===== config.mk =====
export PLATFORM = sky130hd
export DESIGN_NAME = sdei_top
export DESIGN_NICKNAME = d
export VERILOG_FILES = /design/src/hdl/sdei_pkg.sv /design/src/hdl/sdei_top.sv
export SDC_FILE = /design/constraint.sdc
export NUM_CORES = 1
export LEC_CHECK = 0
export BUFFER_PORTS_ARGS = -buffer_cell sky130_fd_sc_hd__buf_2
export CORE_MARGIN = 1.5
export CORE_UTILIZATION = 42
export CTS_CLUSTER_DIAMETER = 40
export DETAILED_ROUTE_END_ITERATION = 8
export PLACE_DENSITY = 0.79
export SYNTH_ARGS = -nofsm -noshare
export SYNTH_HDL_FRONTEND = slang
export SYNTH_SLANG_ARGS = --single-unit

===== constraint.sdc =====
create_clock -name CORE_CLK -period 2.14 [get_ports CORE_CLK]
set_clock_uncertainty 0.2 [all_clocks]
set_input_delay 0.214 -clock CORE_CLK [delete_from_list [all_inputs] [get_ports CORE_CLK]]
set_output_delay 0.214 -clock CORE_CLK [all_outputs]
set_load 0.02 [all_outputs]

===== src/hdl/sdei_pkg.sv =====
// Purpose: constants for the switch drop event interrupt block
// Assumes: APB with 32-bit data, one register per aligned word
// Notes:   printed offsets are register indices; byte address is index times four
package sdei_pkg;
    localparam logic [15:0] MASK_IDX        = 16'h1c20;
    localparam logic [15:0] PEND_IDX        = 16'h1c21;
    localparam logic [17:0] MASK_ADDR       = {MASK_IDX, 2'b00};
    localparam logic [17:0] PEND_ADDR       = {PEND_IDX, 2'b00};
    localparam int          ADDR_W          = 18;
    localparam int          MASK_BIT        = 0;
    localparam logic        MASK_RESET      = 1'b1;
    localparam int          A_VALID_BIT     = 0;
    localparam int          A_PORT_LSB      = 1;
    localparam int          A_REASON_LSB    = 3;
    localparam int          B_VALID_BIT     = 7;
    localparam int          B_PORT_LSB      = 8;
    localparam int          B_REASON_LSB    = 10;
    localparam logic [1:0]  PORT_RESET      = 2'h0;
    localparam logic [1:0]  PORT_RESERVED   = 2'h3;
    localparam logic [3:0]  REASON_RESET    = 4'h0;
    localparam logic [3:0]  RSN_BCAST_LEVEL = 4'h0;
    localparam logic [3:0]  RSN_RED         = 4'h1;
    localparam logic [3:0]  RSN_NO_BUFFER   = 4'h2;
    localparam logic [3:0]  RSN_NO_DESC     = 4'h3;
    localparam logic [3:0]  RSN_NO_DEST     = 4'h4;
    localparam logic [3:0]  RSN_RX_ERROR    = 4'h5;
    localparam logic [3:0]  RSN_DROP_LEVEL  = 4'h6;
    localparam logic [3:0]  RSN_YELLOW      = 4'h9;
endpackage


===== src/hdl/sdei_top.sv =====
// Purpose: drop event status capture, mask and interrupt with APB registers
// Assumes: drop indications are synchronous to CORE_CLK, one pulse per dropped packet
// Notes:   pending register clears on an APB read; events beyond two are lost
//
// Decided for this implementation: the APB slave port.
`timescale 1ns/100ps
`default_nettype none

module sdei_top (
    input  wire logic        CORE_CLK,      // core clock, 10 MHz
    input  wire logic        RST,           // synchronous reset, active high
    input  wire logic        PSEL,          // apb select
    input  wire logic        PENABLE,       // apb access phase
    input  wire logic        PWRITE,        // apb direction
    input  wire logic [17:0] PADDR,         // apb byte address
    input  wire logic [31:0] PWDATA,        // apb write data
    output logic      [31:0] PRDATA,        // apb read data
    output logic             PREADY,        // apb ready
    output logic             PSLVERR,       // apb error on unmapped address
    input  wire logic        DROP_VALID,    // one-cycle drop indication
    input  wire logic [1:0]  DROP_PORT,     // source port of dropped packet
    input  wire logic        DROP_BCAST_LVL,// unknown/bcast over broadcast level
    input  wire logic        DROP_RED,      // red drop enabled and metered red
    input  wire logic        DROP_NO_BUF,   // no packet buffers
    input  wire logic        DROP_NO_DESC,  // no memory descriptors
    input  wire logic        DROP_NO_DEST,  // unknown/bcast with no destinations
    input  wire logic        DROP_RX_ERR,   // receive error on packet over 64 bytes
    input  wire logic        DROP_LEVEL,    // buffer drop level exceeded
    input  wire logic        DROP_YELLOW,   // yellow drop random discard
    output logic             IRQ            // level interrupt request
);

    //------------------------------------------------------------
    // apb decode
    //------------------------------------------------------------
    logic mask_q;
    logic a_valid_q;
    logic [1:0] a_port_q;
    logic [3:0] a_reason_q;
    logic b_valid_q;
    logic [1:0] b_port_q;
    logic [3:0] b_reason_q;
    logic access;
    logic hit_mask;
    logic hit_pend;
    logic pend_read;
    logic [31:0] rdata_d;

    assign access    = PSEL && PENABLE;
    assign hit_mask  = (PADDR == sdei_pkg::MASK_ADDR);
    assign hit_pend  = (PADDR == sdei_pkg::PEND_ADDR);
    assign pend_read = access && !PWRITE && hit_pend;
    // zero wait states keeps clear-on-read tied to the single completing edge
    assign PREADY    = 1'b1;
    assign PSLVERR   = access && !(hit_mask || hit_pend);

    always_comb begin
        rdata_d = 32'h0;
        if (hit_mask) begin
            rdata_d[sdei_pkg::MASK_BIT] = mask_q;
        end else if (hit_pend) begin
            rdata_d[sdei_pkg::A_VALID_BIT] = a_valid_q;
            rdata_d[sdei_pkg::A_PORT_LSB +: 2] = a_port_q;
            rdata_d[sdei_pkg::A_REASON_LSB +: 4] = a_reason_q;
            rdata_d[sdei_pkg::B_VALID_BIT] = b_valid_q;
            rdata_d[sdei_pkg::B_PORT_LSB +: 2] = b_port_q;
            rdata_d[sdei_pkg::B_REASON_LSB +: 4] = b_reason_q;
        end
    end

    // data output from flip-flops; captured during setup so it is valid in access
    always_ff @(posedge CORE_CLK) begin
        if (RST) begin
            PRDATA <= 32'h0;
        end else if (PSEL && !PENABLE && !PWRITE) begin
            PRDATA <= rdata_d;
        end
    end

    //------------------------------------------------------------
    // mask register
    //------------------------------------------------------------
    always_ff @(posedge CORE_CLK) begin
        if (RST) begin
            mask_q <= sdei_pkg::MASK_RESET;
        end else if (access && PWRITE && hit_mask) begin
            mask_q <= PWDATA[sdei_pkg::MASK_BIT];
        end
    end

    //------------------------------------------------------------
    // reason encoding
    //------------------------------------------------------------
    logic [3:0] reason;
    logic       reason_ok;

    // fixed priority when several causes are flagged at once
    always_comb begin
        reason_ok = 1'b1;
        reason    = sdei_pkg::RSN_BCAST_LEVEL;
        if (DROP_BCAST_LVL) begin
            reason = sdei_pkg::RSN_BCAST_LEVEL;
        end else if (DROP_RED) begin
            reason = sdei_pkg::RSN_RED;
        end else if (DROP_NO_BUF) begin
            reason = sdei_pkg::RSN_NO_BUFFER;
        end else if (DROP_NO_DESC) begin
            reason = sdei_pkg::RSN_NO_DESC;
        end else if (DROP_NO_DEST) begin
            reason = sdei_pkg::RSN_NO_DEST;
        end else if (DROP_RX_ERR) begin
            reason = sdei_pkg::RSN_RX_ERROR;
        end else if (DROP_LEVEL) begin
            reason = sdei_pkg::RSN_DROP_LEVEL;
        end else if (DROP_YELLOW) begin
            reason = sdei_pkg::RSN_YELLOW;
        end else begin
            reason_ok = 1'b0;
        end
    end

    //------------------------------------------------------------
    // status sets
    //------------------------------------------------------------
    logic ev;
    logic load_a;
    logic load_b;

    // no cause or reserved port: nothing recorded
    assign ev     = DROP_VALID && reason_ok && (DROP_PORT != sdei_pkg::PORT_RESERVED);
    // a read frees A in the same edge, so an event then lands in A again
    assign load_a = ev && (!a_valid_q || pend_read);
    assign load_b = ev && !load_a && (!b_valid_q || pend_read);

    // set wins over the clear-on-read
    always_ff @(posedge CORE_CLK) begin
        if (RST) begin
            a_valid_q  <= 1'b0;
            a_port_q   <= sdei_pkg::PORT_RESET;
            a_reason_q <= sdei_pkg::REASON_RESET;
        end else if (load_a) begin
            a_valid_q  <= 1'b1;
            a_port_q   <= DROP_PORT;
            a_reason_q <= reason;
        end else if (pend_read) begin
            a_valid_q  <= 1'b0;
            a_port_q   <= sdei_pkg::PORT_RESET;
            a_reason_q <= sdei_pkg::REASON_RESET;
        end
    end

    always_ff @(posedge CORE_CLK) begin
        if (RST) begin
            b_valid_q  <= 1'b0;
            b_port_q   <= sdei_pkg::PORT_RESET;
            b_reason_q <= sdei_pkg::REASON_RESET;
        end else if (load_b) begin
            b_valid_q  <= 1'b1;
            b_port_q   <= DROP_PORT;
            b_reason_q <= reason;
        end else if (pend_read) begin
            b_valid_q  <= 1'b0;
            b_port_q   <= sdei_pkg::PORT_RESET;
            b_reason_q <= sdei_pkg::REASON_RESET;
        end
    end

    //------------------------------------------------------------
    // interrupt
    //------------------------------------------------------------
    assign IRQ = (a_valid_q || b_valid_q) && !mask_q;

endmodule
`default_nettype wire


==> flow_summary.ini, run 1 <==
[run_status]
status = completed

[clock_network]
clk_latency_ps = 320
h-tree-depth = 2
root_buffer = clkbuf_4
numCtsBuffers = 5
path_clk_slew_ps = 90
cts_sinks = 29
cts_setup_buffers = 0
cts_tree = done
clock_path_buffers = 2

[placed_design]
port_buffers = 50
dp_hpwl_um = 2545
gp_congestion = 0.8019
post-place-ws_ps = 53.81
place_area_um2 = 1779

[sta]
whs_ps = 44.48
setup_ws_ps = 155.7
rsz0062_at_grt = false
setup_viol = 0
period_share_pct = 92.73
fmax_mhz = 503.9
drv_slew = 0
hold_violations = 0
worst_slew_pin_slew_ps = 508.2
min_period_ps = 1984
relSlewSlack_pct = 65.96
setup-tns-final_ps = 0

[power_and_ir_drop]
finalPower_mw = 1.088
total_leakage_power_nw = 0.8332
power_density_nw_per_um2 = 574.9
peakVddDrop_mv = 0.3636

[floorplanning]
ios = 101
num_rows = 21
initial_core_util_pct = 44.62
die_area_um2 = 3999
design.core.area_um2 = 3416
dieHeight_um = 63.24
die_x_um = 63.24

[setup_path]
startpoint_type = input pin
critPathMaxFanout = 4
r2r_cells = 5
r2r_end = b_reason_q[1]$_SDFFE_PP0P_
rr_startpoint = a_valid_q$_SDFFE_PP0P_
rrSetupSlack_ps = 390
critPathKind = in -> reg
endpoint = a_reason_q[1]$_SDFFE_PP0P_
endpoint_kind = flop
critPathRequiredTime_ps = 2170
critPathLaunch = DROP_PORT[0]
critPathArrivalTime_ps = 2020

[synthesis]
synth_warnings = 0
ys_seq_area_share_pct = 38.10
synth_cell_types = 40
avgSynthCellArea_um2 = 8.150
synth_ff_type = dfxtp_1
synth_seq_cells = 29
syn-cell-area_um2 = 1524
synthArstFlopShare_pct = 0
syn_inst = 187
synth_edf_count = 0

[global_route]
grt_use_total_pct = 16.68
grt_pass1_vias = 1317
overflow = 0
grt_first_pass_wirelength_um = 5464
grt_max_degree = 30
antenna_found_initial = 0

[cells_and_area]
fin_nets = 308
final_cell_mix = buf_2 (50), dfxtp_1 (29), nand2_1 (19), conb_1 (19), a21oi_1 (18)
fillCellCount = 350
design_area_um2 = 1893
final_common_cell = buf_2
n_antenna_cell = 0
final_layout_size_suffix_gt1_share_pct = 27.98
area_delta_synth_final_pct = 24.22

[route]
remaining_drc_errors = 0
totalWireLength_um = 3245
wire_per_inst_um = 11.23
vias = 1444
ant_nets = 0
drtIter0Drc = 40
viasPerCell = 4.997
firstDrtPassIters = 4

[min_path]
hold_class = in -> reg

[run]
max_cap_violations = 0
## cell usage after synthesis (all sizes together), types with 2 or more instances
cell | instances | area (um2)
nand3 | 2 | 10.01
o311ai | 2 | 35.04
a21oi | 18 | 90.09
mux2i | 5 | 50.05
nand2b | 4 | 25.02
nand2 | 19 | 71.32
nor3 | 2 | 10.01
clkbuf | 11 | 41.29
o21ai | 3 | 15.01
o21bai | 2 | 15.01
nor2 | 12 | 45.04
or4 | 4 | 30.03
buf | 20 | 147.6
nor3b | 2 | 15.01
nand4 | 13 | 81.33
dfxtp | 29 | 580.6
inv | 8 | 30.03
a31oi | 2 | 12.51
o32ai | 6 | 52.55
nand3b | 3 | 22.52
nor2b | 3 | 18.77
conb | 2 | 7.510
## layout make-up
| class | count | area (um2) | share of cell area (%) |
|---|---|---|---|
| clock inverters | 1 | 5.005 | 0.2644 |
| repair buffers | 62 | 362.8 | 19.17 |
| multi-input cells | 136 | 792.0 | 41.84 |
| well taps | 46 | 57.56 | 3.040 |
| flip-flops and latches | 29 | 580.6 | 30.67 |
| clock buffers | 7 | 65.06 | 3.437 |
| inverters | 8 | 30.03 | 1.586 |
## metal layers
| layer | share of wire, % | global-route usage, % | wire (um) | up-vias |
|---|---|---|---|---|
| met3 | 5.2 | 4.643 | 170 | 3 |
| met5 | 0 | 0 | 0 | - |
| met1 | 44 | 19.38 | 1433 | 655 |
| met2 | 50 | 30.32 | 1624 | 46 |
| met4 | 0.52 | 3.804 | 17 | 0 |
| li1 | - | - | - | 740 |
## repair_timing
item | CTS | global route
resized for setup | 0 | 1
endpoints found under the setup margin | 0 | 2
hold endpoints to repair | 4 | 0
hold buffers | 4 | 0
## worst min-delay path by stage
stage	startpoint	to	slack, ps	depth (start not counted)
after floorplan	DROP_PORT[0]	b_port_q[0]$_SDFFE_PP0P_	160	2
after global placement	PRDATA[12]$_SDFFE_PP0P_	PRDATA[12]$_SDFFE_PP0P_	240	2
after detailed placement	PRDATA[13]$_SDFFE_PP0P_	PRDATA[13]$_SDFFE_PP0P_	240	2
after CTS	DROP_RED	a_reason_q[1]$_SDFFE_PP0P_	30	3
after global routing	DROP_RED	a_reason_q[1]$_SDFFE_PP0P_	50	3
final	DROP_RED	a_reason_q[1]$_SDFFE_PP0P_	40	3
## through the flow
step | cells | utilization, %
finish | 289 | 55.42
global placement | 277 | 52.09
CTS | 289 | 55.31
detailed placement | 277 | 52.09
floorplan | 204 | -
global route | 289 | 55.42
## worst max-delay path: stages
cell           delay (ps)
dlygate4sd3_1         530
buf_2                 140
a21boi_2              250
o31ai_1               140
or4_1                 520
o32ai_1               220
## flip-flops by register name, summed over array words and instances, names as in the netlist
name and count:
PRDATA 14, a_reason_q 4, b_reason_q 4, a_port_q 2
b_port_q 2, a_valid_q 1, b_valid_q 1, mask_q 1
## logic make-up after synthesis
| family | after synthesis | synth area share (%) |
|---|---|---|
| compound gates | 40 | 18.06 |
| other cells | 2 | 0.4928 |
| simple gates | 72 | 25.70 |
| flops | 29 | 38.10 |
| mux | 5 | 3.284 |
| buf+inv | 39 | 14.37 |
## power by group
part           switching [mW]  internal [mW]  total [mW]
registers             0.00659          0.548       0.555
logic                  0.0944         0.0624       0.157
clock network           0.186          0.190       0.376
total                   0.287          0.801        1.09
Note: power is estimated with default switching activity, not from simulation.
==> run 2, diff against run 1 <==
--- a/config.mk
+++ b/config.mk
@@ -7,10 +7,10 @@
 export LEC_CHECK = 0
 export BUFFER_PORTS_ARGS = -buffer_cell sky130_fd_sc_hd__buf_2
 export CORE_MARGIN = 1.5
-export CORE_UTILIZATION = 42
+export CORE_UTILIZATION = 38
 export CTS_CLUSTER_DIAMETER = 40
 export DETAILED_ROUTE_END_ITERATION = 8
-export PLACE_DENSITY = 0.79
+export PLACE_DENSITY = 0.76
 export SYNTH_ARGS = -nofsm -noshare
 export SYNTH_HDL_FRONTEND = slang
 export SYNTH_SLANG_ARGS = --single-unit
==> constraint.sdc (replaced) <==
create_clock -name CORE_CLK -period 1.8 [get_ports CORE_CLK]
set_clock_uncertainty 0.2 [all_clocks]
set_input_delay 0.18 -clock CORE_CLK [delete_from_list [all_inputs] [get_ports CORE_CLK]]
set_output_delay 0.18 -clock CORE_CLK [all_outputs]
set_load 0.02 [all_outputs]
==> run 2 against run 1 <==
Via count rose by 4.2%; sequential share of layout area fell by 1.2 points; power is 26% higher; non-clock buffer count grew 10; die area up 10%; first-iteration DRC count is 23% higher; register-to-register slack worse by 220 ps; final area is 4.2% higher; critical path depth shrank 1; setup slack got worse by 1.5 ps; global-route usage rose by 0.75 points; combinational power grew 29%; critical path type unchanged; critical endpoint is now a_port_q[1]$_SDFFE_PP0P_.
==> flow_summary.ini, run 2 (synthesized netlist as in run 1, its figures left out) <==
[run_status]
status = completed

[cells_and_area]
top_regs = PRDATA x14, a_reason_q x4, b_reason_q x4
area_delta_synth_final_pct = 29.39
postLayoutCoreUtil_pct = 52.67
final_cell_mix = buf_2 (50), dfxtp_1 (29), nand2_1 (19), conb_1 (19), buf_4 (19)
fin_nets = 318
layout.cells.non_filler = 301
final_common_cell = buf_2
n_antenna_cell = 0
largest_reg_flops = 14
regMostFlops = PRDATA
final_layout_size_suffix_gt1_share_pct = 31.23

[route]
remaining_drc_errors = 0
vias = 1504
wl_met2_um = 1662
wire_per_inst_um = 11.49
totalWireLength_um = 3459
viasPerCell = 4.997
firstDrtPassIters = 4
ant_nets = 0
top_layer_used = met4
wl_met1_um = 1479
wl_met3_um = 238
drtIter0Drc = 49

[power_and_ir_drop]
total_leakage_power_nw = 0.8814
switchingPower_uw = 362.5
seq_power_share_pct = 48.2
finalPower_mw = 1.367
power_density_nw_per_um2 = 693.1
combinationalPowerShare_pct = 14.8
p_int_mw = 1.004
clkPwrFrac_pct = 37.0
p_sw_share_pct = 26.52
peakVddDrop_mv = 0.3734

[placed_design]
port_buffers = 50
dp_hpwl_um = 2605
gp_congestion = 0.9017
dp.cells = 290

[floorplanning]
ios = 101
dieHeight_um = 66.33
initial_core_util_pct = 40.71
num_rows = 22
design.core.area_um2 = 3744
die_area_um2 = 4399
die_x_um = 66.33

[setup_path]
endpoint_kind = flop
cp_cell_sequence = buf_2, or4_4, o311ai_1, o21ai_2, o32ai_1
r2r_cells = 5
rrSetupSlack_ps = 170
rr_startpoint = b_valid_q$_SDFFE_PP0P_
crit_buf_inv = 1
r2r_end = b_reason_q[1]$_SDFFE_PP0P_
critPathRequiredTime_ps = 1790
critPathKind = in -> reg
critPathMaxFanout = 6
startpoint_type = input pin
cpPeakStageDelay_ps = 580
critPathSlowestCell = or4_4
path_delay_family = compound AO/OA/AOI/OAI gates
critPathArrivalTime_ps = 1630

[sta]
period_share_pct = 91.44
setup-tns-final_ps = 0
rsz0062_at_grt = false
whs_ps = 23.76
worst_slew_pin_slew_ps = 522.8
setup_viol = 0
hold_violations = 0
fmax_mhz = 607.6
min_period_ps = 1646
drv_slew = 0
relSlewSlack_pct = 64.98

[clock_network]
h-tree-depth = 2
clk_latency_ps = 280
root_buffer = clkbuf_8
cts_sinks = 29
cts_setup_buffers = 0
cts_tree = done
numCtsBuffers = 5
path_clk_slew_ps = 60
clock_path_buffers = 2

[min_path]
hold_class = in -> reg
whs_endpoint = a_port_q[0]$_SDFFE_PP0P_
hold_depth = 3
min-delay-start = DROP_PORT[0]

[global_route]
grt_max_degree = 30
grt_pass1_vias = 1386
antenna_found_initial = 0
grt_use_total_pct = 17.43
overflow = 0
grt_first_pass_wirelength_um = 6003

[run]
max_cap_violations = 0
-- run 2: worst max-delay path by stage --
stage / start / endpoint / cells after the start
after global routing: DROP_BCAST_LVL / a_port_q[1]$_SDFFE_PP0P_ / 5
after CTS: DROP_BCAST_LVL / a_port_q[1]$_SDFFE_PP0P_ / 5
after global placement: DROP_BCAST_LVL / a_reason_q[2]$_SDFFE_PP0P_ / 5
after detailed placement: DROP_BCAST_LVL / a_reason_q[2]$_SDFFE_PP0P_ / 5
after floorplan: DROP_BCAST_LVL / b_port_q[0]$_SDFFE_PP0P_ / 5
final: DROP_BCAST_LVL / a_port_q[1]$_SDFFE_PP0P_ / 5
-- run 2: cell type report --
class	instances	area, um2
Clock inverter	2	10.01
Sequential cell	29	580.6
Fill cell	381	1772
Multi-Input combinational cell	136	795.8
Clock buffer	6	72.57
Tap cell	48	60.06
Timing Repair Buffer	72	422.9
Inverter	8	30.03
-- run 2: through the flow --
stage	area (um2)	worst slack, ps
finish	1972	154.1
global route	1972	30.15
CTS	1968	144.8
detailed placement	1856	-137.8
global placement	1856	-133.9
floorplan	1598	-34.08
-- run 2: timing repair --
action                                 in CTS  in global routing
setup endpoints to repair                   0                  1
gates resized for setup                     0                  1
endpoints found under the hold margin       3                  0
hold buffers                                3                  0
-- run 2: worst register-to-register path: stages, from the launching register on --
cell      delay [ps]
dfxtp_1          340
nor2b_1          200
o311ai_4         130
buf_4            170
or4_1            400
a21oi_1          130
-- run 2: power groups by stage --
stage | combinational [mW] | clock, mW | sequential (mW)
after floorplan | 0.142 | 0 | 0.672
after global placement | 0.192 | 0 | 0.673
after detailed placement | 0.194 | 0 | 0.673
after CTS | 0.199 | 0.514 | 0.659
after global routing | 0.225 | 0.546 | 0.660
final | 0.202 | 0.506 | 0.659
-- run 2: per-layer routing --
layer | vias to the layer above | global-route usage, %
met1 | 678 | 21.22
li1 | 757 | -
met4 | 0 | 7.653
met5 | - | 0
met3 | 9 | 3.578
met2 | 60 | 29.38
==> run 3, diff against run 2 <==
--- a/config.mk
+++ b/config.mk
@@ -8,6 +8,7 @@
 export BUFFER_PORTS_ARGS = -buffer_cell sky130_fd_sc_hd__buf_2
 export CORE_MARGIN = 1.5
 export CORE_UTILIZATION = 38
+export CTS_BUF_LIST = sky130_fd_sc_hd__clkbuf_8 sky130_fd_sc_hd__clkbuf_16
 export CTS_CLUSTER_DIAMETER = 40
 export DETAILED_ROUTE_END_ITERATION = 8
 export PLACE_DENSITY = 0.76
==> run 3 against run 2 <==
Clock power decreased by 1%; non-clock buffer count unchanged; setup slack unchanged; sequential power about the same; largest cell class unchanged.
==> flow_summary.ini, run 3 (synthesized netlist as in run 1, its figures left out) <==
[sta]
rsz0062_at_grt = false
min_period_ps = 1646
fmax_mhz = 607.6
relSlewSlack_pct = 64.98
whs_ps = 23.76
worst_slew_pin_slew_ps = 522.8
period_share_pct = 91.44
setup_viol = 0
setup_ws_ps = 154.1
hold_violations = 0
drv_slew = 0

[setup_path]
rr_startpoint = b_valid_q$_SDFFE_PP0P_
critPathLaunch = DROP_BCAST_LVL
cpPeakStageDelay_ps = 580
r2r_cells = 5
crit_buf_inv = 1
startpoint_type = input pin
critPathSlowestCell = or4_4
critPathMaxFanout = 6
endpoint = a_port_q[1]$_SDFFE_PP0P_
r2r_end = b_reason_q[1]$_SDFFE_PP0P_
rrSetupSlack_ps = 170
critPathArrivalTime_ps = 1630
endpoint_kind = flop
cp_cell_sequence = buf_2, or4_4, o311ai_1, o21ai_2, o32ai_1
cp.depth = 5
path_delay_family = compound AO/OA/AOI/OAI gates
critPathRequiredTime_ps = 1790
critPathKind = in -> reg

[run_status]
status = completed

[cells_and_area]
fin_nets = 318
top_regs = PRDATA x14, a_reason_q x4, b_reason_q x4
final_cell_mix = buf_2 (50), dfxtp_1 (29), nand2_1 (19), conb_1 (19), buf_4 (19)
final_layout_size_suffix_gt1_share_pct = 31.23
regMostFlops = PRDATA
n_antenna_cell = 0
final_common_cell = buf_2
area_delta_synth_final_pct = 29.39
largest_reg_flops = 14
layout.cells.non_filler = 301

[route]
vias = 1504
drtIter0Drc = 49
wire_per_inst_um = 11.49
viasPerCell = 4.997
remaining_drc_errors = 0
ant_nets = 0
firstDrtPassIters = 4
totalWireLength_um = 3459

[global_route]
grt_pass1_vias = 1386
overflow = 0
grt_max_degree = 30
grt_first_pass_wirelength_um = 6003
antenna_found_initial = 0
grt_use_total_pct = 17.43

[power_and_ir_drop]
total_leakage_power_nw = 0.8855
power_density_nw_per_um2 = 690.4
peakVddDrop_mv = 0.3734

[clock_network]
numCtsBuffers = 5
clock_path_buffers = 2
cts_tree = done
path_clk_slew_ps = 60
cts_setup_buffers = 0
clk_latency_ps = 280
h-tree-depth = 2
cts_sinks = 29
root_buffer = clkbuf_8

[floorplanning]
initial_core_util_pct = 40.71
num_rows = 22
die_area_um2 = 4399
dieHeight_um = 66.33
design.core.area_um2 = 3744
ios = 101
die_x_um = 66.33

[placed_design]
dp_hpwl_um = 2605
dp.cells = 290
port_buffers = 50
post-place-ws_ps = -137.8
gp_congestion = 0.9017

[min_path]
hold_depth = 3
hold_class = in -> reg
min-delay-start = DROP_PORT[0]

[run]
max_cap_violations = 0
[run 3: changes by cell type in the layout (fill, tap and decap cells not counted), sizes merged]
| cell | change |
|---|---|
| inv | +1 |
| clkbuf | -1 |
[run 3: where the power goes]
group / internal (mW) / switching (mW) / total [mW]
Clock: 0.261 / 0.239 / 0.501
Sequential: 0.653 / 0.00612 / 0.659
Combinational: 0.0845 / 0.117 / 0.202
Total: 0.999 / 0.363 / 1.36
[run 3: how the worst min path moves through the flow]
stage                                          end
final                     a_port_q[0]$_SDFFE_PP0P_
after global routing      a_port_q[0]$_SDFFE_PP0P_
after CTS                 a_port_q[0]$_SDFFE_PP0P_
after detailed placement       mask_q$_SDFFE_PP1P_
after global placement         mask_q$_SDFFE_PP1P_
after floorplan           b_port_q[0]$_SDFFE_PP0P_
[run 3: through the flow]
step	power, mW	instance area, um2	utilization (%)	TNS, ps
3_5_place_dp	0.8669	1856	49.57	-967.5
4_1_cts	1.368	1968	52.57	0
3_3_place_gp	0.8646	1856	49.57	-824.3
2_1_floorplan	0.8149	1598	-	-141.2
5_1_grt	1.426	1972	52.67	0
6_report	1.361	1972	52.67	0
[run 3: metal layers]
layer	GRT usage (%)	up-vias	part of all wire [%]
met3	3.578	9	6.9
met2	29.38	60	48
met4	7.653	0	2.3
met5	0	-	0
li1	-	757	-
met1	21.22	678	43
[run 3: cell type report]
class,instances,area [um2]
multi-input combinational,136,795.8
tap,48,60.06
timing repair buffer,72,422.9
clock buffer,5,68.82
sequential,29,580.6
clock inverter,3,13.76
fill,381,1772
inverter,8,30.03
[run 3: worst reg2reg max path: cells and delay by family (launching register included)]
| family | cells | cell delay (ps) |
|---|---|---|
| simple gates | 2 | 600 |
| flops | 1 | 340 |
| buf+inv | 1 | 170 |
| compound gates | 2 | 260 |
[run 3: what timing repair did]
item                                    4_1_cts  5_1_grt
endpoints found under the setup margin        0        1
hold buffers                                  3        0
hold endpoints to repair                      3        0
gates resized for setup                       0        1
